**src/edbg_consts.vh**
```
`ifndef EDBG_CONSTS_VH
`define EDBG_CONSTS_VH
// Address and data widths
`define EDBG_ADDR_W 14
`define EDBG_DATA_W 16
`define EDBG_EXT_W 24
`define EDBG_DLANE_LO 8
// Data memory map
`define EDBG_RAM_BASE 14'h3000
`define EDBG_RAM_TOP 14'h37FF
`define EDBG_CREG_BASE 14'h3800
`define EDBG_CREG_TOP 14'h3FFF
// External zone bounds
`define EDBG_ZONE1_BASE 14'h0800
`define EDBG_ZONE2_BASE 14'h2000
// Wait states
`define EDBG_WAIT_W 3
`define EDBG_WAIT_RESET 3'h7
`define EDBG_ZONE_CNT 3
// Decoder result codes
`define EDBG_TGT_W 3
`define EDBG_TGT_ZONE0 3'h0
`define EDBG_TGT_ZONE1 3'h1
`define EDBG_TGT_ZONE2 3'h2
`define EDBG_TGT_RAM 3'h3
`define EDBG_TGT_CREG 3'h4
`endif

```
**src/edbg_top.v**
```verilog
`default_nettype none
`include "edbg_consts.vh"

module edbg_top (
  input wire CLK, // Processor clock, 20 MHz
  input wire RESET_N, // Synchronous reset, low active
  input wire BUS_REQUEST_N, // External bus request pin, low active
  output wire BUS_GRANT_N, // Bus grant, low active
  output wire GRANT_HANG_N, // Grant hang, low active
  input wire GO_MODE, // Keep running while bus granted
  input wire CORE_REQ, // Core wants a data memory access
  input wire CORE_WRITE, // Access is a write
  input wire [`EDBG_ADDR_W-1:0] CORE_ADDR, // Access address
  input wire [`EDBG_DATA_W-1:0] CORE_WDATA, // Write data
  output wire CORE_DONE, // Access finished this cycle
  output reg [`EDBG_DATA_W-1:0] CORE_RDATA, // Read data
  output wire CORE_HALT, // Core execution halted
  output wire CREG_SEL, // Access targets internal control registers
  output wire RAM_SEL, // Access targets internal data RAM
  input wire [`EDBG_DATA_W-1:0] INT_RDATA, // Read data from internal space
  output reg [`EDBG_ADDR_W-1:0] ADDR_OUT, // External address lines
  output wire ADDR_OE, // Address lines driven
  output reg [`EDBG_EXT_W-1:0] DATA_OUT, // External data lines out
  output wire DATA_OE, // Data lines driven
  input wire [`EDBG_EXT_W-1:0] DATA_IN, // External data lines in
  output reg DATA_MEM_SELECT_N, // Data memory select
  output wire PROG_MEM_SELECT_N, // Program memory select, idle here
  output wire BOOT_MEM_SELECT_N, // Boot memory select, idle here
  output reg RD_N, // Read strobe
  output reg WR_N, // Write strobe
  output wire CTRL_OE, // Selects and strobes driven
  input wire WAIT_CFG_WE, // Load zone wait counts
  input wire [3*`EDBG_WAIT_W-1:0] WAIT_CFG_WDATA // Packed zone wait counts
);

  ////////////////////////////////////////////////////////////////////////////
  // Address decoding

  localparam ST_IDLE = 2'b00;
  localparam ST_ACCESS = 2'b01;
  localparam ST_GRANT = 2'b10;

  // Classify a data address into internal space or a zone
  function [`EDBG_TGT_W-1:0] decode_target;
    input [`EDBG_ADDR_W-1:0] a;
    begin
      if (a >= `EDBG_CREG_BASE) begin
        decode_target = `EDBG_TGT_CREG;
      end else if (a >= `EDBG_RAM_BASE) begin
        decode_target = `EDBG_TGT_RAM;
      end else if (a >= `EDBG_ZONE2_BASE) begin
        decode_target = `EDBG_TGT_ZONE2;
      end else if (a >= `EDBG_ZONE1_BASE) begin
        decode_target = `EDBG_TGT_ZONE1;
      end else begin
        decode_target = `EDBG_TGT_ZONE0;
      end
    end
  endfunction

  wire [`EDBG_TGT_W-1:0] req_target;
  wire req_internal;
  wire req_external;

  assign RAM_SEL = CORE_REQ && (req_target == `EDBG_TGT_RAM);
  assign CREG_SEL = CORE_REQ && (req_target == `EDBG_TGT_CREG);
  assign req_target = decode_target(CORE_ADDR);
  assign req_internal = RAM_SEL || CREG_SEL;
  assign req_external = CORE_REQ && !req_internal;

  ////////////////////////////////////////////////////////////////////////////
  // Request synchroniser and wait configuration

  wire bus_request_sync_n;
  wire [3*`EDBG_WAIT_W-1:0] zone_wait_config;
  wire bus_req;

  edbg_sync u_sync (
    .clk(CLK),
    .reset_n(1'b1),
    .async_in(BUS_REQUEST_N),
    .sync_out(bus_request_sync_n)
  );

  assign bus_req = !bus_request_sync_n;

  edbg_wait_cfg u_wait (
    .clk(CLK),
    .reset_n(RESET_N),
    .cfg_we(WAIT_CFG_WE),
    .cfg_wdata(WAIT_CFG_WDATA),
    .zone_wait_config(zone_wait_config)
  );

  ////////////////////////////////////////////////////////////////////////////
  // Arbitration and access sequencing

  reg [1:0] state;
  reg [1:0] next_state;
  reg [`EDBG_WAIT_W-1:0] wait_cnt;
  reg [`EDBG_WAIT_W-1:0] next_wait_cnt;
  reg acc_write;
  reg [`EDBG_TGT_W-1:0] acc_zone;
  reg hang;
  reg done;
  wire [`EDBG_WAIT_W-1:0] zone_waits;

  assign zone_waits = zone_wait_config[req_target[1:0]*`EDBG_WAIT_W +: `EDBG_WAIT_W];

  // Next state of the arbiter
  always @* begin
    next_state = state;
    next_wait_cnt = wait_cnt;
    case (state)
      ST_IDLE: begin
        if (bus_req) begin
          next_state = ST_GRANT;
        end else if (req_external) begin
          next_state = ST_ACCESS;
          next_wait_cnt = zone_waits;
        end
      end
      ST_ACCESS: begin
        if (wait_cnt != {`EDBG_WAIT_W{1'b0}}) begin
          next_wait_cnt = wait_cnt - 1'b1;
        end else if (bus_req) begin
          next_state = ST_GRANT;
        end else begin
          next_state = ST_IDLE;
        end
      end
      ST_GRANT: begin
        if (!bus_req) begin
          next_state = ST_IDLE;
        end
      end
      default: begin
        next_state = ST_IDLE;
      end
    endcase
  end

  // State registers; arbiter keeps running under reset
  always @(posedge CLK) begin
    if (!RESET_N && !bus_req) begin
      state <= ST_IDLE;
      wait_cnt <= {`EDBG_WAIT_W{1'b0}};
    end else if (!RESET_N) begin
      state <= ST_GRANT;
      wait_cnt <= {`EDBG_WAIT_W{1'b0}};
    end else begin
      state <= next_state;
      wait_cnt <= next_wait_cnt;
    end
  end

  // Latch the external cycle's address, data and direction
  always @(posedge CLK) begin
    if (!RESET_N) begin
      ADDR_OUT <= {`EDBG_ADDR_W{1'b0}};
      DATA_OUT <= {`EDBG_EXT_W{1'b0}};
      acc_write <= 1'b0;
      acc_zone <= `EDBG_TGT_ZONE0;
    end else if (state == ST_IDLE && next_state == ST_ACCESS) begin
      ADDR_OUT <= CORE_ADDR;
      DATA_OUT <= {CORE_WDATA, {`EDBG_DLANE_LO{1'b0}}};
      acc_write <= CORE_WRITE;
      acc_zone <= req_target;
    end
  end

  // Selects and strobes, registered
  always @(posedge CLK) begin
    if (!RESET_N) begin
      DATA_MEM_SELECT_N <= 1'b1;
      RD_N <= 1'b1;
      WR_N <= 1'b1;
    end else begin
      DATA_MEM_SELECT_N <= !(next_state == ST_ACCESS);
      RD_N <= !(next_state == ST_ACCESS && !next_write(1'b0));
      WR_N <= !(next_state == ST_ACCESS && next_write(1'b0));
    end
  end

  // Direction of the access being entered or continued
  function next_write;
    input dummy;
    begin
      next_write = (state == ST_IDLE) ? CORE_WRITE : acc_write;
    end
  endfunction

  // Completion pulse and read data capture
  always @(posedge CLK) begin
    if (!RESET_N) begin
      done <= 1'b0;
      CORE_RDATA <= {`EDBG_DATA_W{1'b0}};
    end else begin
      done <= 1'b0;
      if (state == ST_ACCESS && wait_cnt == {`EDBG_WAIT_W{1'b0}}) begin
        done <= 1'b1;
        if (!acc_write) begin
          CORE_RDATA <= DATA_IN[`EDBG_EXT_W-1:`EDBG_DLANE_LO];
        end
      end else if (CORE_REQ && req_internal && !done) begin
        done <= 1'b1;
        CORE_RDATA <= INT_RDATA;
      end
    end
  end

  always @(posedge CLK) begin
    if (!RESET_N) begin
      hang <= 1'b0;
    end else if (state == ST_GRANT && req_external) begin
      hang <= 1'b1;
    end else if (state == ST_ACCESS && wait_cnt == {`EDBG_WAIT_W{1'b0}}) begin
      hang <= 1'b0;
    end
  end

  ////////////////////////////////////////////////////////////////////////////
  // Outputs

  wire granted;
  assign granted = (state == ST_GRANT);

  assign BUS_GRANT_N = !granted;
  assign ADDR_OE = !granted;
  assign CTRL_OE = !granted;
  assign DATA_OE = !granted && (state == ST_ACCESS) && acc_write;
  assign PROG_MEM_SELECT_N = 1'b1;
  assign BOOT_MEM_SELECT_N = 1'b1;
  assign GRANT_HANG_N = !hang;
  assign CORE_DONE = done;
  assign CORE_HALT = granted && (!GO_MODE || req_external);

endmodule
`default_nettype wire

```
**src/edbg_sync.v**
```verilog
`default_nettype none
`include "edbg_consts.vh"

module edbg_sync (
  input wire clk, // Processor clock
  input wire reset_n, // Synchronous reset, low active
  input wire async_in, // Level from a pin
  output reg sync_out // Synchronised level
);

  reg stage1;

  // Two flops; first stage read only by the second
  always @(posedge clk) begin
    if (!reset_n) begin
      stage1 <= 1'b1;
      sync_out <= 1'b1;
    end else begin
      stage1 <= async_in;
      sync_out <= stage1;
    end
  end

endmodule
`default_nettype wire

```
**src/edbg_wait_cfg.v**
```verilog
`default_nettype none
`include "edbg_consts.vh"

module edbg_wait_cfg (
  input wire clk, // Processor clock
  input wire reset_n, // Synchronous reset, low active
  input wire cfg_we, // Write strobe for wait configuration
  input wire [3*`EDBG_WAIT_W-1:0] cfg_wdata, // Three packed zone wait counts
  output wire [3*`EDBG_WAIT_W-1:0] zone_wait_config // Current packed counts
);

  reg [3*`EDBG_WAIT_W-1:0] waits;

  genvar g;
  generate
    for (g = 0; g < `EDBG_ZONE_CNT; g = g + 1) begin : g_zone
      always @(posedge clk) begin
        if (!reset_n) begin
          waits[g*`EDBG_WAIT_W +: `EDBG_WAIT_W] <= `EDBG_WAIT_RESET;
        end else if (cfg_we) begin
          waits[g*`EDBG_WAIT_W +: `EDBG_WAIT_W] <= cfg_wdata[g*`EDBG_WAIT_W +: `EDBG_WAIT_W];
        end
      end
    end
  endgenerate

  assign zone_wait_config = waits;

endmodule
`default_nettype wire

```
**config.mk**
```make
export PLATFORM = sky130hd
export DESIGN_NAME = edbg_top
export DESIGN_NICKNAME = d
export VERILOG_FILES = /design/src/edbg_top.v /design/src/edbg_sync.v /design/src/edbg_wait_cfg.v
export VERILOG_INCLUDE_DIRS = /design/src /design/src/src
export SDC_FILE = /design/constraint.sdc
export NUM_CORES = 1
export LEC_CHECK = 0
export ABC_AREA = 1
export BUFFER_PORTS_ARGS = -buffer_cell sky130_fd_sc_hd__buf_2
export CELL_PAD_IN_SITES_DETAIL_PLACEMENT = 0
export CELL_PAD_IN_SITES_GLOBAL_PLACEMENT = 1
export CORE_ASPECT_RATIO = 0.9
export CORE_MARGIN = 1
export CORE_UTILIZATION = 32
export CTS_CLUSTER_DIAMETER = 200
export CTS_CLUSTER_SIZE = 14
export DETAILED_ROUTE_END_ITERATION = 10
export PLACE_DENSITY_LB_ADDON = 0.2
export SLEW_MARGIN = 10
export SYNTH_ARGS = -nofsm -noshare
export SYNTH_HDL_FRONTEND = slang
export SYNTH_SLANG_ARGS = --single-unit
```
**constraint.sdc**
```tcl
create_clock -name CLK -period 2.89 [get_ports CLK]
set_input_delay 0.578 -clock CLK [delete_from_list [all_inputs] [get_ports CLK]]
set_output_delay 0.578 -clock CLK [all_outputs]
set_load 0.05 [all_outputs]
```
==> run_results.csv, run 1 <==
group,metric,value,unit
floorplan,die_height,92.7,um
yosys,yosysSeqAreaShare,0.466,
final_layout,post_route_cells_drive_above_1_share,0.308,
power_and_ir_drop,vdd_drop_max,0.327,mV
sta,totalNegativeSetupSlack,0,ps
yosys,post_synth_inst_count,407,
placement,detailed_place_hpwl,5.26,mm
cts,cts_hold_buffers,0,
floorplan,std_cell_rows,32,
worst_setup_path,crit-reg2reg-launch,"state[0]$_SDFF_PP0_",
power_and_ir_drop,pwr_total,0.00232,W
flow_run,max_cap_viol_count,0,
drt,routedWlPerCell,11.2,um
worst_setup_path,setup.worst_path.start,"state[0]$_SDFF_PP0_",
worst_setup_path,timing.critical_path.fanout_max,12,
drt,remaining_drc_errors,0,
cts,clock_tree_from_tritoncts,"yes",
floorplan,top_level_ports,154,
floorplan,die_area,9520,sq um
drt,firstDrtPassIters,4,
floorplan,placeableCoreArea,8730,sq um
final_layout,antenna_cells,0,
min_path,min_from,"u_sync.stage1$_DFF_P_",
sta,hold-worst-slack,336,ps
cts,post_cts_buffers,0,
global_route,first_global_vias,2568,
worst_setup_path,worstSetupPathType,"reg2out",
cts,cts_max_level,3,
sta,report.final.setup_viol,0,
drt,routed_wl,7.39,mm
drt,via_to_cell_ratio,4.36,
placement,io_buffers,135,
global_route,overflow,0,
cts,numCtsBuffers,9,
cts,clock_insertion_delay_worst_skew,330,ps
final_layout,fin_nets,622,
placement,dpl-instance-area,3600,sq um
final_layout,filler_cell_count,973,
floorplan,floorplan.die.width,103,um
min_path,timing.hold.worst.class,"reg2reg",
worst_setup_path,setup.worst_path.end_class,"primary output",
global_route,maximum_number_of_pins_on_one_net_before_global_route_repair,36,
drt,num_vias,2872,
yosys,postSynthAreaPerCell,7.18,sq um
yosys,synth.lib_cells_used.distinct,23,
yosys,synthDominantAreaCellType,"sky130_fd_sc_hd__dfxtp_1",
global_route,grt_antenna_before_repair,0,
power_and_ir_drop,p_leak,1.99,nW
worst_setup_path,start_kind,"register",
yosys,syn_area,2920,sq um
global_route,global_route.usage.total,0.163,
sta,timing.fmax,0.423,GHz
outcome,status,"finished, final reports clean",
global_route,grt_pass1_wl,12.0,mm
sta,post_layout_minimum_cycle_time,2360,ps
yosys,synth_seq_cells,68,
cts,cts.clk_slew.worst_paths,80,ps
drt,number_of_nets_with_antenna_violations_after_detailed_routing,0,
floorplan,start_util,0.335,
sta,grt_setup_unrepaired,"no",
cts,cts_resized,0,
worst_setup_path,worstPathArrival,1780,ps
yosys,yosys_warnings,0,
sta,timing_max_transition_violations_final,0,
final_layout,utilization,0.436,
sta,report.final.hold_viol_count,0,
sta,timing.clock.skew,10.9,ps
yosys,netlist.area_leader.share,0.466,
sta,timing_worst_slew_pin_value,562,ps
drt,initialDrtViolationCount,72,
sta,final_clock_period_utilization_by_the_worst_path,0.817,
sta,timing.max_slew.rel_slack,0.625,
yosys,synth.top_cells.by_area,"sky130_fd_sc_hd__dfxtp_1 47%, sky130_fd_sc_hd__nor2_1 12%, sky130_fd_sc_hd__o21ai_0 9.6%",
cts,numClockSinks,68,
power_and_ir_drop,power_density,609,nW/um^2
final_layout,syn_to_final_growth,30.3,%
placement,gp_congestion,0.773,
worst_setup_path,required,2310,ps
cts,cts-root-buf,"sky130_fd_sc_hd__clkbuf_8",
final_layout,finalInstanceArea,3810,sq um
cts,clockBufferDepth,2,
[routing by layer]
layer | GRT usage | wire, um | vias to the layer above
li1 | - | - | 1515
met1 | 0.210 | 3540 | 1252
met2 | 0.259 | 3240 | 99
met3 | 0.0596 | 552 | 6
met4 | 0.0352 | 63 | 0
met5 | 0 | 0 | -
[critical path, stage by stage, from the launching register on]
cell                      delay, ps
sky130_fd_sc_hd__dfxtp_1        380
sky130_fd_sc_hd__inv_1           90
sky130_fd_sc_hd__nor2_2         380
sky130_fd_sc_hd__inv_1          200
sky130_fd_sc_hd__nor2_1         120
sky130_fd_sc_hd__buf_2          270
[sequential cells by signal, indices dropped and copies added (netlist names)]
signal                   count
ADDR_OUT                    14
CORE_DONE                    1
CORE_RDATA                  16
DATA_MEM_SELECT_N            1
DATA_OUT                    16
RD_N                         1
WR_N                         1
acc_write                    1
hang                         1
state                        2
u_sync.stage1                1
u_sync.sync_out              1
u_wait.zone_wait_config      9
wait_cnt                     3
[cells in the final DEF, fill, tap and decap left out, types with 2 or more instances in the layout]
cell type                    instances
sky130_fd_sc_hd__nand3_1            27
sky130_fd_sc_hd__inv_2               4
sky130_fd_sc_hd__dfxtp_1            68
sky130_fd_sc_hd__a21oi_1            20
sky130_fd_sc_hd__inv_1              25
sky130_fd_sc_hd__clkbuf_8           11
sky130_fd_sc_hd__ha_1                2
sky130_fd_sc_hd__buf_4               4
sky130_fd_sc_hd__nand2_1            66
sky130_fd_sc_hd__buf_2             135
sky130_fd_sc_hd__nand2_2             2
sky130_fd_sc_hd__clkinvlp_4          2
sky130_fd_sc_hd__nor2_1             97
sky130_fd_sc_hd__o21ai_0            56
sky130_fd_sc_hd__nor2_4              2
sky130_fd_sc_hd__conb_1             10
[area by class of cell]
type,instances,area [sq um],share of cell area
Sequential cell,68,1360,0.357
Multi-Input combinational cell,287,1270,0.334
Timing Repair Buffer,139,706,0.185
Clock buffer,11,151,0.0398
Tap cell,119,149,0.0391
Inverter,29,109,0.0286
Clock inverter,5,58.8,0.0154
[cells in the mapped netlist]
master / count
sky130_fd_sc_hd__nand2_2: 2
sky130_fd_sc_hd__ha_1: 2
sky130_fd_sc_hd__buf_1: 1
sky130_fd_sc_hd__clkbuf_1: 8
sky130_fd_sc_hd__dfxtp_1: 68
sky130_fd_sc_hd__nor2_4: 2
sky130_fd_sc_hd__nand2_1: 66
sky130_fd_sc_hd__nand3_4: 1
sky130_fd_sc_hd__xor2_1: 1
sky130_fd_sc_hd__buf_6: 5
sky130_fd_sc_hd__clkbuf_2: 1
sky130_fd_sc_hd__a21oi_1: 20
sky130_fd_sc_hd__or2_1: 1
sky130_fd_sc_hd__buf_2: 2
sky130_fd_sc_hd__nor2_1: 97
sky130_fd_sc_hd__o21ai_0: 56
sky130_fd_sc_hd__buf_4: 14
sky130_fd_sc_hd__inv_1: 25
sky130_fd_sc_hd__conb_1: 2
sky130_fd_sc_hd__nor2_2: 1
sky130_fd_sc_hd__nand3_1: 27
sky130_fd_sc_hd__inv_2: 4
sky130_fd_sc_hd__nand3_2: 1
[where the power goes]
part	switching [W]	internal, W	leakage [nW]
Clock	0.000363	0.000447	0.102
Sequential	0.0000260	0.000994	0.558
Combinational	0.000358	0.000131	1.33
[per-stage QoR]
step                      worst slack, ps  std cells
final                                 528        658
after global routing                  349        658
after CTS                             485        658
after detailed placement              688        642
after global placement                690        642
after floorplan                       700        415
[cell families after synthesis]
kind of cell               synth area share
other                               0.00257
and+or+nand+nor                       0.281
xor gates and xnor gates            0.00300
AOI/OAI and AO/OA                     0.130
adders and majority gates           0.00856
buffers and inverters                 0.109
DFF                                   0.466
[path summary, 6_finish.rpt]
kind / end / slack [ps] / cells past startpoint
setup / recovery: DATA_OE / 530 / 5
hold / removal: u_sync.sync_out$_DFF_P_ / 340 / 0
hold reg to reg: u_sync.sync_out$_DFF_P_ / 340 / 0
setup reg to reg: CORE_RDATA[13]$_SDFFE_PN0P_ / 710 / 8
Note: power is estimated with default switching activity, not from simulation.
==> run 2, diff against run 1 <==
ABC_AREA = 0   (was 1)
CORE_UTILIZATION = 28   (was 32)
clock period = 2.05 ns   (was 2.89 ns; I/O delays follow)
==> run_results.csv, run 2 <==
group,metric,value,unit
final_layout,antenna_cells,0,
placement,io_buffers,135,
worst_setup_path,timing.critical_path.fanout_max,8,
final_layout,fin_nets,567,
sta,timing.fmax,0.517,GHz
worst_setup_path,start_kind,"register",
sta,grt_setup_unrepaired,"no",
cts,numClockSinks,68,
sta,timing.clock.skew,5.62,ps
drt,remaining_drc_errors,0,
power_and_ir_drop,seq_power_share,0.412,
global_route,first_global_vias,2564,
min_path,timing.hold.worst.class,"in2reg",
floorplan,std_cell_rows,34,
sta,report.final.setup_viol,0,
global_route,overflow,0,
yosys,yosysSeqAreaShare,0.469,
final_layout,biggestRegsByFlops,"CORE_RDATA x16, DATA_OUT x16, ADDR_OUT x14",
drt,num_vias,2757,
power_and_ir_drop,power_density,869,nW/um^2
drt,wl_met1,3.58,mm
global_route,global_route.usage.total,0.149,
yosys,post_synth_inst_count,348,
power_and_ir_drop,comb_power_share,0.160,
drt,uppermost_layer_routed,"met4",
global_route,grt_antenna_before_repair,0,
power_and_ir_drop,power.switching_fraction,0.281,
flow_run,max_cap_viol_count,0,
yosys,synth_ff_type,"sky130_fd_sc_hd__dfxtp_1",
drt,number_of_nets_with_antenna_violations_after_detailed_routing,0,
final_layout,post_route_cells_drive_above_1_share,0.355,
yosys,synthDominantAreaCellType,"sky130_fd_sc_hd__dfxtp_1",
sta,totalNegativeSetupSlack,0,ps
yosys,edff_count_synth,0,
yosys,synth_simple_gate_area_share,0.220,
yosys,post-synth-top-count-cell,"sky130_fd_sc_hd__nand2_1",
yosys,synth.cells.most_frequent,"107 x sky130_fd_sc_hd__nand2_1, 68 x sky130_fd_sc_hd__dfxtp_1, 37 x sky130_fd_sc_hd__a21oi_1",
yosys,synth_xor_area_frac,0.00302,
cts,numCtsBuffers,9,
cts,cts_hold_buffers,0,
cts,clock_insertion_delay_worst_skew,330,ps
power_and_ir_drop,power_report.internal_total,0.00247,W
yosys,yosys.area_share.adder,0.00862,
worst_setup_path,worstPathArrival,1520,ps
floorplan,die_area,10800,sq um
yosys,yosys_warnings,0,
worst_setup_path,setup.worst_path.end_class,"primary output",
floorplan,die_height,98.6,um
floorplan,start_util,0.294,
final_layout,syn_to_final_growth,36.2,%
final_layout,instances_no_fill,610,
yosys,synth_seq_cells,68,
worst_setup_path,critPathCapture,"CORE_HALT",
placement,gp_congestion,0.731,
drt,routed_wl,7.79,mm
yosys,synth.lib_cells_used.distinct,43,
worst_setup_path,ff2ff_setup_slack,190,ps
final_layout,final_common_cell,"sky130_fd_sc_hd__buf_2",
worst_setup_path,rr_worst_depth,7,
global_route,grt_pass1_wl,12.3,mm
drt,via_to_cell_ratio,4.52,
outcome,status,"finished, final reports clean",
sta,report.final.hold_viol_count,0,
floorplan,placeableCoreArea,9870,sq um
power_and_ir_drop,power.share.clock,0.428,
yosys,postSynthAreaPerCell,8.34,sq um
sta,post_layout_minimum_cycle_time,1930,ps
power_and_ir_drop,vdd_drop_max,0.526,mV
cts,cts_max_level,3,
final_layout,filler_cell_count,1067,
yosys,synth-async-reset-ratio,0,
yosys,yosys-mux-area-fraction,0.0353,
yosys,netlist.area_leader.share,0.469,
drt,detailroute.wirelength.met2,3.39,mm
drt,routed-wl-met3,706,um
cts,cts_resized,0,
worst_setup_path,required,1640,ps
cts,cts-root-buf,"sky130_fd_sc_hd__clkbuf_16",
cts,clockBufferDepth,2,
yosys,synth.top_cells.by_area,"sky130_fd_sc_hd__dfxtp_1 47%, sky130_fd_sc_hd__nand2_1 14%, sky130_fd_sc_hd__a21oi_1 6.4%",
floorplan,top_level_ports,154,
worst_setup_path,setup.worst_path.start,"state[1]$_SDFF_PP0_",
yosys,syn_area,2900,sq um
drt,initialDrtViolationCount,156,
drt,firstDrtPassIters,4,
yosys,synth_compound_area_frac,0.175,
power_and_ir_drop,p_leak,1.81,nW
yosys,largest_family_of_logic_cells_by_synthesized_area,"simple AND/OR/NAND/NOR gates",
placement,detailed_place_hpwl,5.70,mm
power_and_ir_drop,total_switching_power,0.000966,W
cts,clock_tree_from_tritoncts,"yes",
floorplan,floorplan.die.width,109,um
sta,final_clock_period_utilization_by_the_worst_path,0.943,
worst_setup_path,worstSetupPathType,"reg2out",
global_route,maximum_number_of_pins_on_one_net_before_global_route_repair,33,
sta,timing_max_transition_violations_final,0,
drt,routedWlPerCell,12.8,um
worst_setup_path,crit-reg2reg-launch,"wait_cnt[0]$_SDFFE_PP0P_",
placement,numPlacedInstances,594,
cts,cts.clk_slew.worst_paths,50,ps
worst_setup_path,crit-reg2reg-capture,"CORE_RDATA[14]$_SDFFE_PN0P_",
final_layout,top_library_cells_by_usage_in_the_layout_fill_and_taps_aside,"135 x sky130_fd_sc_hd__buf_2, 107 x sky130_fd_sc_hd__nand2_1, 68 x sky130_fd_sc_hd__dfxtp_1, 36 x sky130_fd_sc_hd__a21oi_1, 19 x sky130_fd_sc_hd__nor2_1",
[run 2: changes by cell type after synthesis, moves of 8 or more]
cell                       before  now
sky130_fd_sc_hd__nor2_1        97   19
sky130_fd_sc_hd__o21ai_0       56    3
sky130_fd_sc_hd__nand2_1       66  107
sky130_fd_sc_hd__nand3_1       27    2
sky130_fd_sc_hd__inv_1         25    7
sky130_fd_sc_hd__a21oi_1       20   37
sky130_fd_sc_hd__a311oi_1       0   13
sky130_fd_sc_hd__mux2i_1        0    8
[run 2: area by class of cell]
| cell class | instances | area [sq um] | share of cell area |
|---|---|---|---|
| clock buffer | 13 | 270 | 0.0684 |
| clock inverter | 3 | 20.0 | 0.00506 |
| inverter | 9 | 33.8 | 0.00855 |
| multi-input combinational | 244 | 1330 | 0.337 |
| sequential | 68 | 1360 | 0.344 |
| tap | 126 | 158 | 0.0399 |
| timing repair buffer | 147 | 778 | 0.197 |
[run 2: kinds of logic after synthesis]
kind of cell / after synthesis
and+or+nand+nor: 148
AOI/OAI and AO/OA: 74
DFF: 68
buffers and inverters: 44
muxes: 9
adders and majority gates: 2
other: 2
xor gates and xnor gates: 1
[run 2: how the worst min path moves through the flow]
stage / start / to / slack, ps / cells past startpoint
floorplan: u_sync.stage1$_DFF_P_ / u_sync.sync_out$_DFF_P_ / 310 / 0
global placement: u_sync.stage1$_DFF_P_ / u_sync.sync_out$_DFF_P_ / 310 / 0
detailed placement: u_sync.stage1$_DFF_P_ / u_sync.sync_out$_DFF_P_ / 320 / 0
CTS: BUS_REQUEST_N / u_sync.stage1$_DFF_P_ / 170 / 1
global route: BUS_REQUEST_N / u_sync.stage1$_DFF_P_ / 170 / 1
finish: BUS_REQUEST_N / u_sync.stage1$_DFF_P_ / 180 / 1
[run 2: through the flow]
step | setup slack [ps] | area (sq um) | util | total power [W] | hold WS, ps
after floorplan | 198 | 2940 | - | 0.00184 | 310
after CTS | 73.7 | 3950 | 0.400 | 0.00349 | 168
final | 117 | 3950 | 0.400 | 0.00343 | 181
after detailed placement | 110 | 3660 | 0.371 | 0.00200 | 322
after global routing | 30.9 | 3950 | 0.400 | 0.00359 | 169
after global placement | 178 | 3660 | 0.371 | 0.00199 | 313
[run 2: power groups by stage]
stage | clock network, W | logic [W] | registers [W]
detailed placement | 0 | 0.000555 | 0.00144
global route | 0.00158 | 0.000594 | 0.00142
CTS | 0.00152 | 0.000557 | 0.00141
global placement | 0 | 0.000551 | 0.00144
floorplan | 0 | 0.000270 | 0.00157
finish | 0.00147 | 0.000551 | 0.00141
[run 2: what timing repair did]
action	in CTS	in global routing
buffers inserted	0	0
endpoints found under the hold margin	0	0
setup endpoints to repair	0	11
[run 2: worst max-delay path: stages, from the launching register on]
cell and delay (ps):
sky130_fd_sc_hd__dfxtp_1 480, sky130_fd_sc_hd__or2b_1 330, sky130_fd_sc_hd__a21oi_2 110, sky130_fd_sc_hd__buf_2 260
[run 2: routing by layer]
metal	vias up	GRT usage
met4	0	0.0523
li1	1420	-
met5	-	0
met3	8	0.0648
met1	1239	0.182
met2	90	0.232
==> run 3, diff against run 2 <==
ABC_AREA = 1   (was 0)
CORE_UTILIZATION = 27   (was 28)
GPL_TIMING_DRIVEN = 0   (was not set)
SLEW_MARGIN = 20   (was 10)
==> run_results.csv, run 3 (synthesis results as in run 1) <==
group,metric,value,unit
global_route,grt_antenna_before_repair,0,
cts,cts_hold_buffers,0,
global_route,first_global_vias,2727,
worst_setup_path,worstSetupPathType,"reg2out",
worst_setup_path,cpMaxStageDelayCell,"sky130_fd_sc_hd__dfxtp_1",
drt,initialDrtViolationCount,85,
drt,routed_wl,8.12,mm
placement,detailed_place_hpwl,6.22,mm
sta,timing.clock.skew,5.04,ps
sta,report.final.hold_viol_count,0,
cts,numClockSinks,68,
placement,gp_congestion,0.763,
worst_setup_path,timing.critical_path.buf_inv,4,
sta,timing_worst_slew_pin_value,539,ps
floorplan,std_cell_rows,35,
worst_setup_path,start_kind,"register",
sta,report.final.setup_viol,0,
final_layout,fin_nets,649,
floorplan,die_height,101,um
final_layout,biggestRegsByFlops,"CORE_RDATA x16, DATA_OUT x16, ADDR_OUT x14",
placement,io_buffers,135,
global_route,maximum_number_of_pins_on_one_net_before_global_route_repair,11,
final_layout,final_common_cell,"sky130_fd_sc_hd__buf_2",
floorplan,start_util,0.282,
cts,cts.clk_slew.worst_paths,50,ps
drt,firstDrtPassIters,7,
power_and_ir_drop,p_leak,2.12,nW
worst_setup_path,required,1640,ps
drt,via_to_cell_ratio,4.28,
min_path,timing.hold.worst.class,"in2reg",
cts,clock_insertion_delay_worst_skew,320,ps
worst_setup_path,path_cells,"inv_1, nor2_4, buf_6, inv_1, nor2_1, buf_6",
drt,routedWlPerCell,11.7,um
final_layout,utilization,0.392,
final_layout,top_library_cells_by_usage_in_the_layout_fill_and_taps_aside,"136 x sky130_fd_sc_hd__buf_2, 97 x sky130_fd_sc_hd__nor2_1, 68 x sky130_fd_sc_hd__dfxtp_1, 66 x sky130_fd_sc_hd__nand2_1, 56 x sky130_fd_sc_hd__o21ai_0",
cts,clockBufferDepth,2,
worst_setup_path,worstPathArrival,1510,ps
cts,clock_tree_from_tritoncts,"yes",
global_route,global_route.usage.total,0.147,
sta,post_layout_minimum_cycle_time,1920,ps
worst_setup_path,max_stage_delay,380,ps
power_and_ir_drop,vdd_drop_max,0.424,mV
power_and_ir_drop,power_density,871,nW/um^2
global_route,overflow,0,
outcome,status,"finished with violations",
sta,grt_setup_unrepaired,"no",
floorplan,die_area,11300,sq um
floorplan,placeableCoreArea,10400,sq um
worst_setup_path,critical-path-top-delay-family,"buffers and inverters",
cts,cts_max_level,3,
cts,numCtsBuffers,9,
sta,totalNegativeSetupSlack,0,ps
final_layout,antenna_cells,0,
sta,timing_max_transition_violations_final,0,
floorplan,floorplan.die.width,112,um
global_route,grt_pass1_wl,12.9,mm
drt,number_of_nets_with_antenna_violations_after_detailed_routing,0,
sta,final_clock_period_utilization_by_the_worst_path,0.935,
drt,num_vias,2966,
final_layout,syn_to_final_growth,39.0,%
cts,cts-root-buf,"sky130_fd_sc_hd__clkbuf_16",
outcome,violated_checks,"DRC",
flow_run,max_cap_viol_count,0,
worst_setup_path,setup.worst_path.end_class,"primary output",
sta,timing.fmax,0.522,GHz
sta,timing.max_slew.rel_slack,0.641,
drt,remaining_drc_errors,8,
worst_setup_path,timing.critical_path.fanout_max,10,
final_layout,post_route_cells_drive_above_1_share,0.319,
floorplan,top_level_ports,154,
run 3: final timing paths:
path / slack, ps / startpoint / end / cells past startpoint
worst max-delay path: 130 / state[0]$_SDFF_PP0_ / DATA_OE / 6
worst min register to register: 330 / u_sync.stage1$_DFF_P_ / u_sync.sync_out$_DFF_P_ / 0
worst max register to register: 350 / wait_cnt[0]$_SDFFE_PP0P_ / CORE_RDATA[8]$_SDFFE_PN0P_ / 10
worst min-delay path: 190 / BUS_REQUEST_N / u_sync.stage1$_DFF_P_ / 1
run 3: cell type report:
type / instances / area (sq um)
clock buffer: 12 / 246
inverter: 29 / 109
multi-input combinational: 287 / 1280
clock inverter: 2 / 12.5
tap: 129 / 161
sequential: 68 / 1360
fill: 1133 / 6310
buffer: 31 / 214
timing repair buffer: 135 / 682
run 3: metrics by stage:
step                area (sq um)  instances  total power, W  hold slack, ps  setup WS, ps
finish                      4070        693         0.00354             191           134
global route                4070        693         0.00373             181          5.84
CTS                         4050        693         0.00360             174          19.8
detailed placement          3790        679         0.00220             319           336
global placement            3790        679         0.00220             317           342
floorplan                   2950        415         0.00199             310          27.5
run 3: power breakdown:
group	leakage (nW)	internal, W	switching [W]
Combinational	1.43	0.000212	0.000518
Clock	0.125	0.000836	0.000533
Sequential	0.558	0.00140	0.0000366
run 3: layer usage:
layer	routed length [um]	share of wire	up-vias	GRT usage
met5	0	0	-	0
met4	98	0.012	0	0.0499
met3	749	0.092	9	0.0595
met2	3480	0.43	106	0.226
met1	3790	0.47	1279	0.185
li1	-	-	1572	-
run 3: repair_timing:
action	in CTS	in global routing
resized for setup	1	3
setup endpoints to repair	1	1
setup buffers	0	0
pin swaps	0	0
hold endpoints to repair	0	0
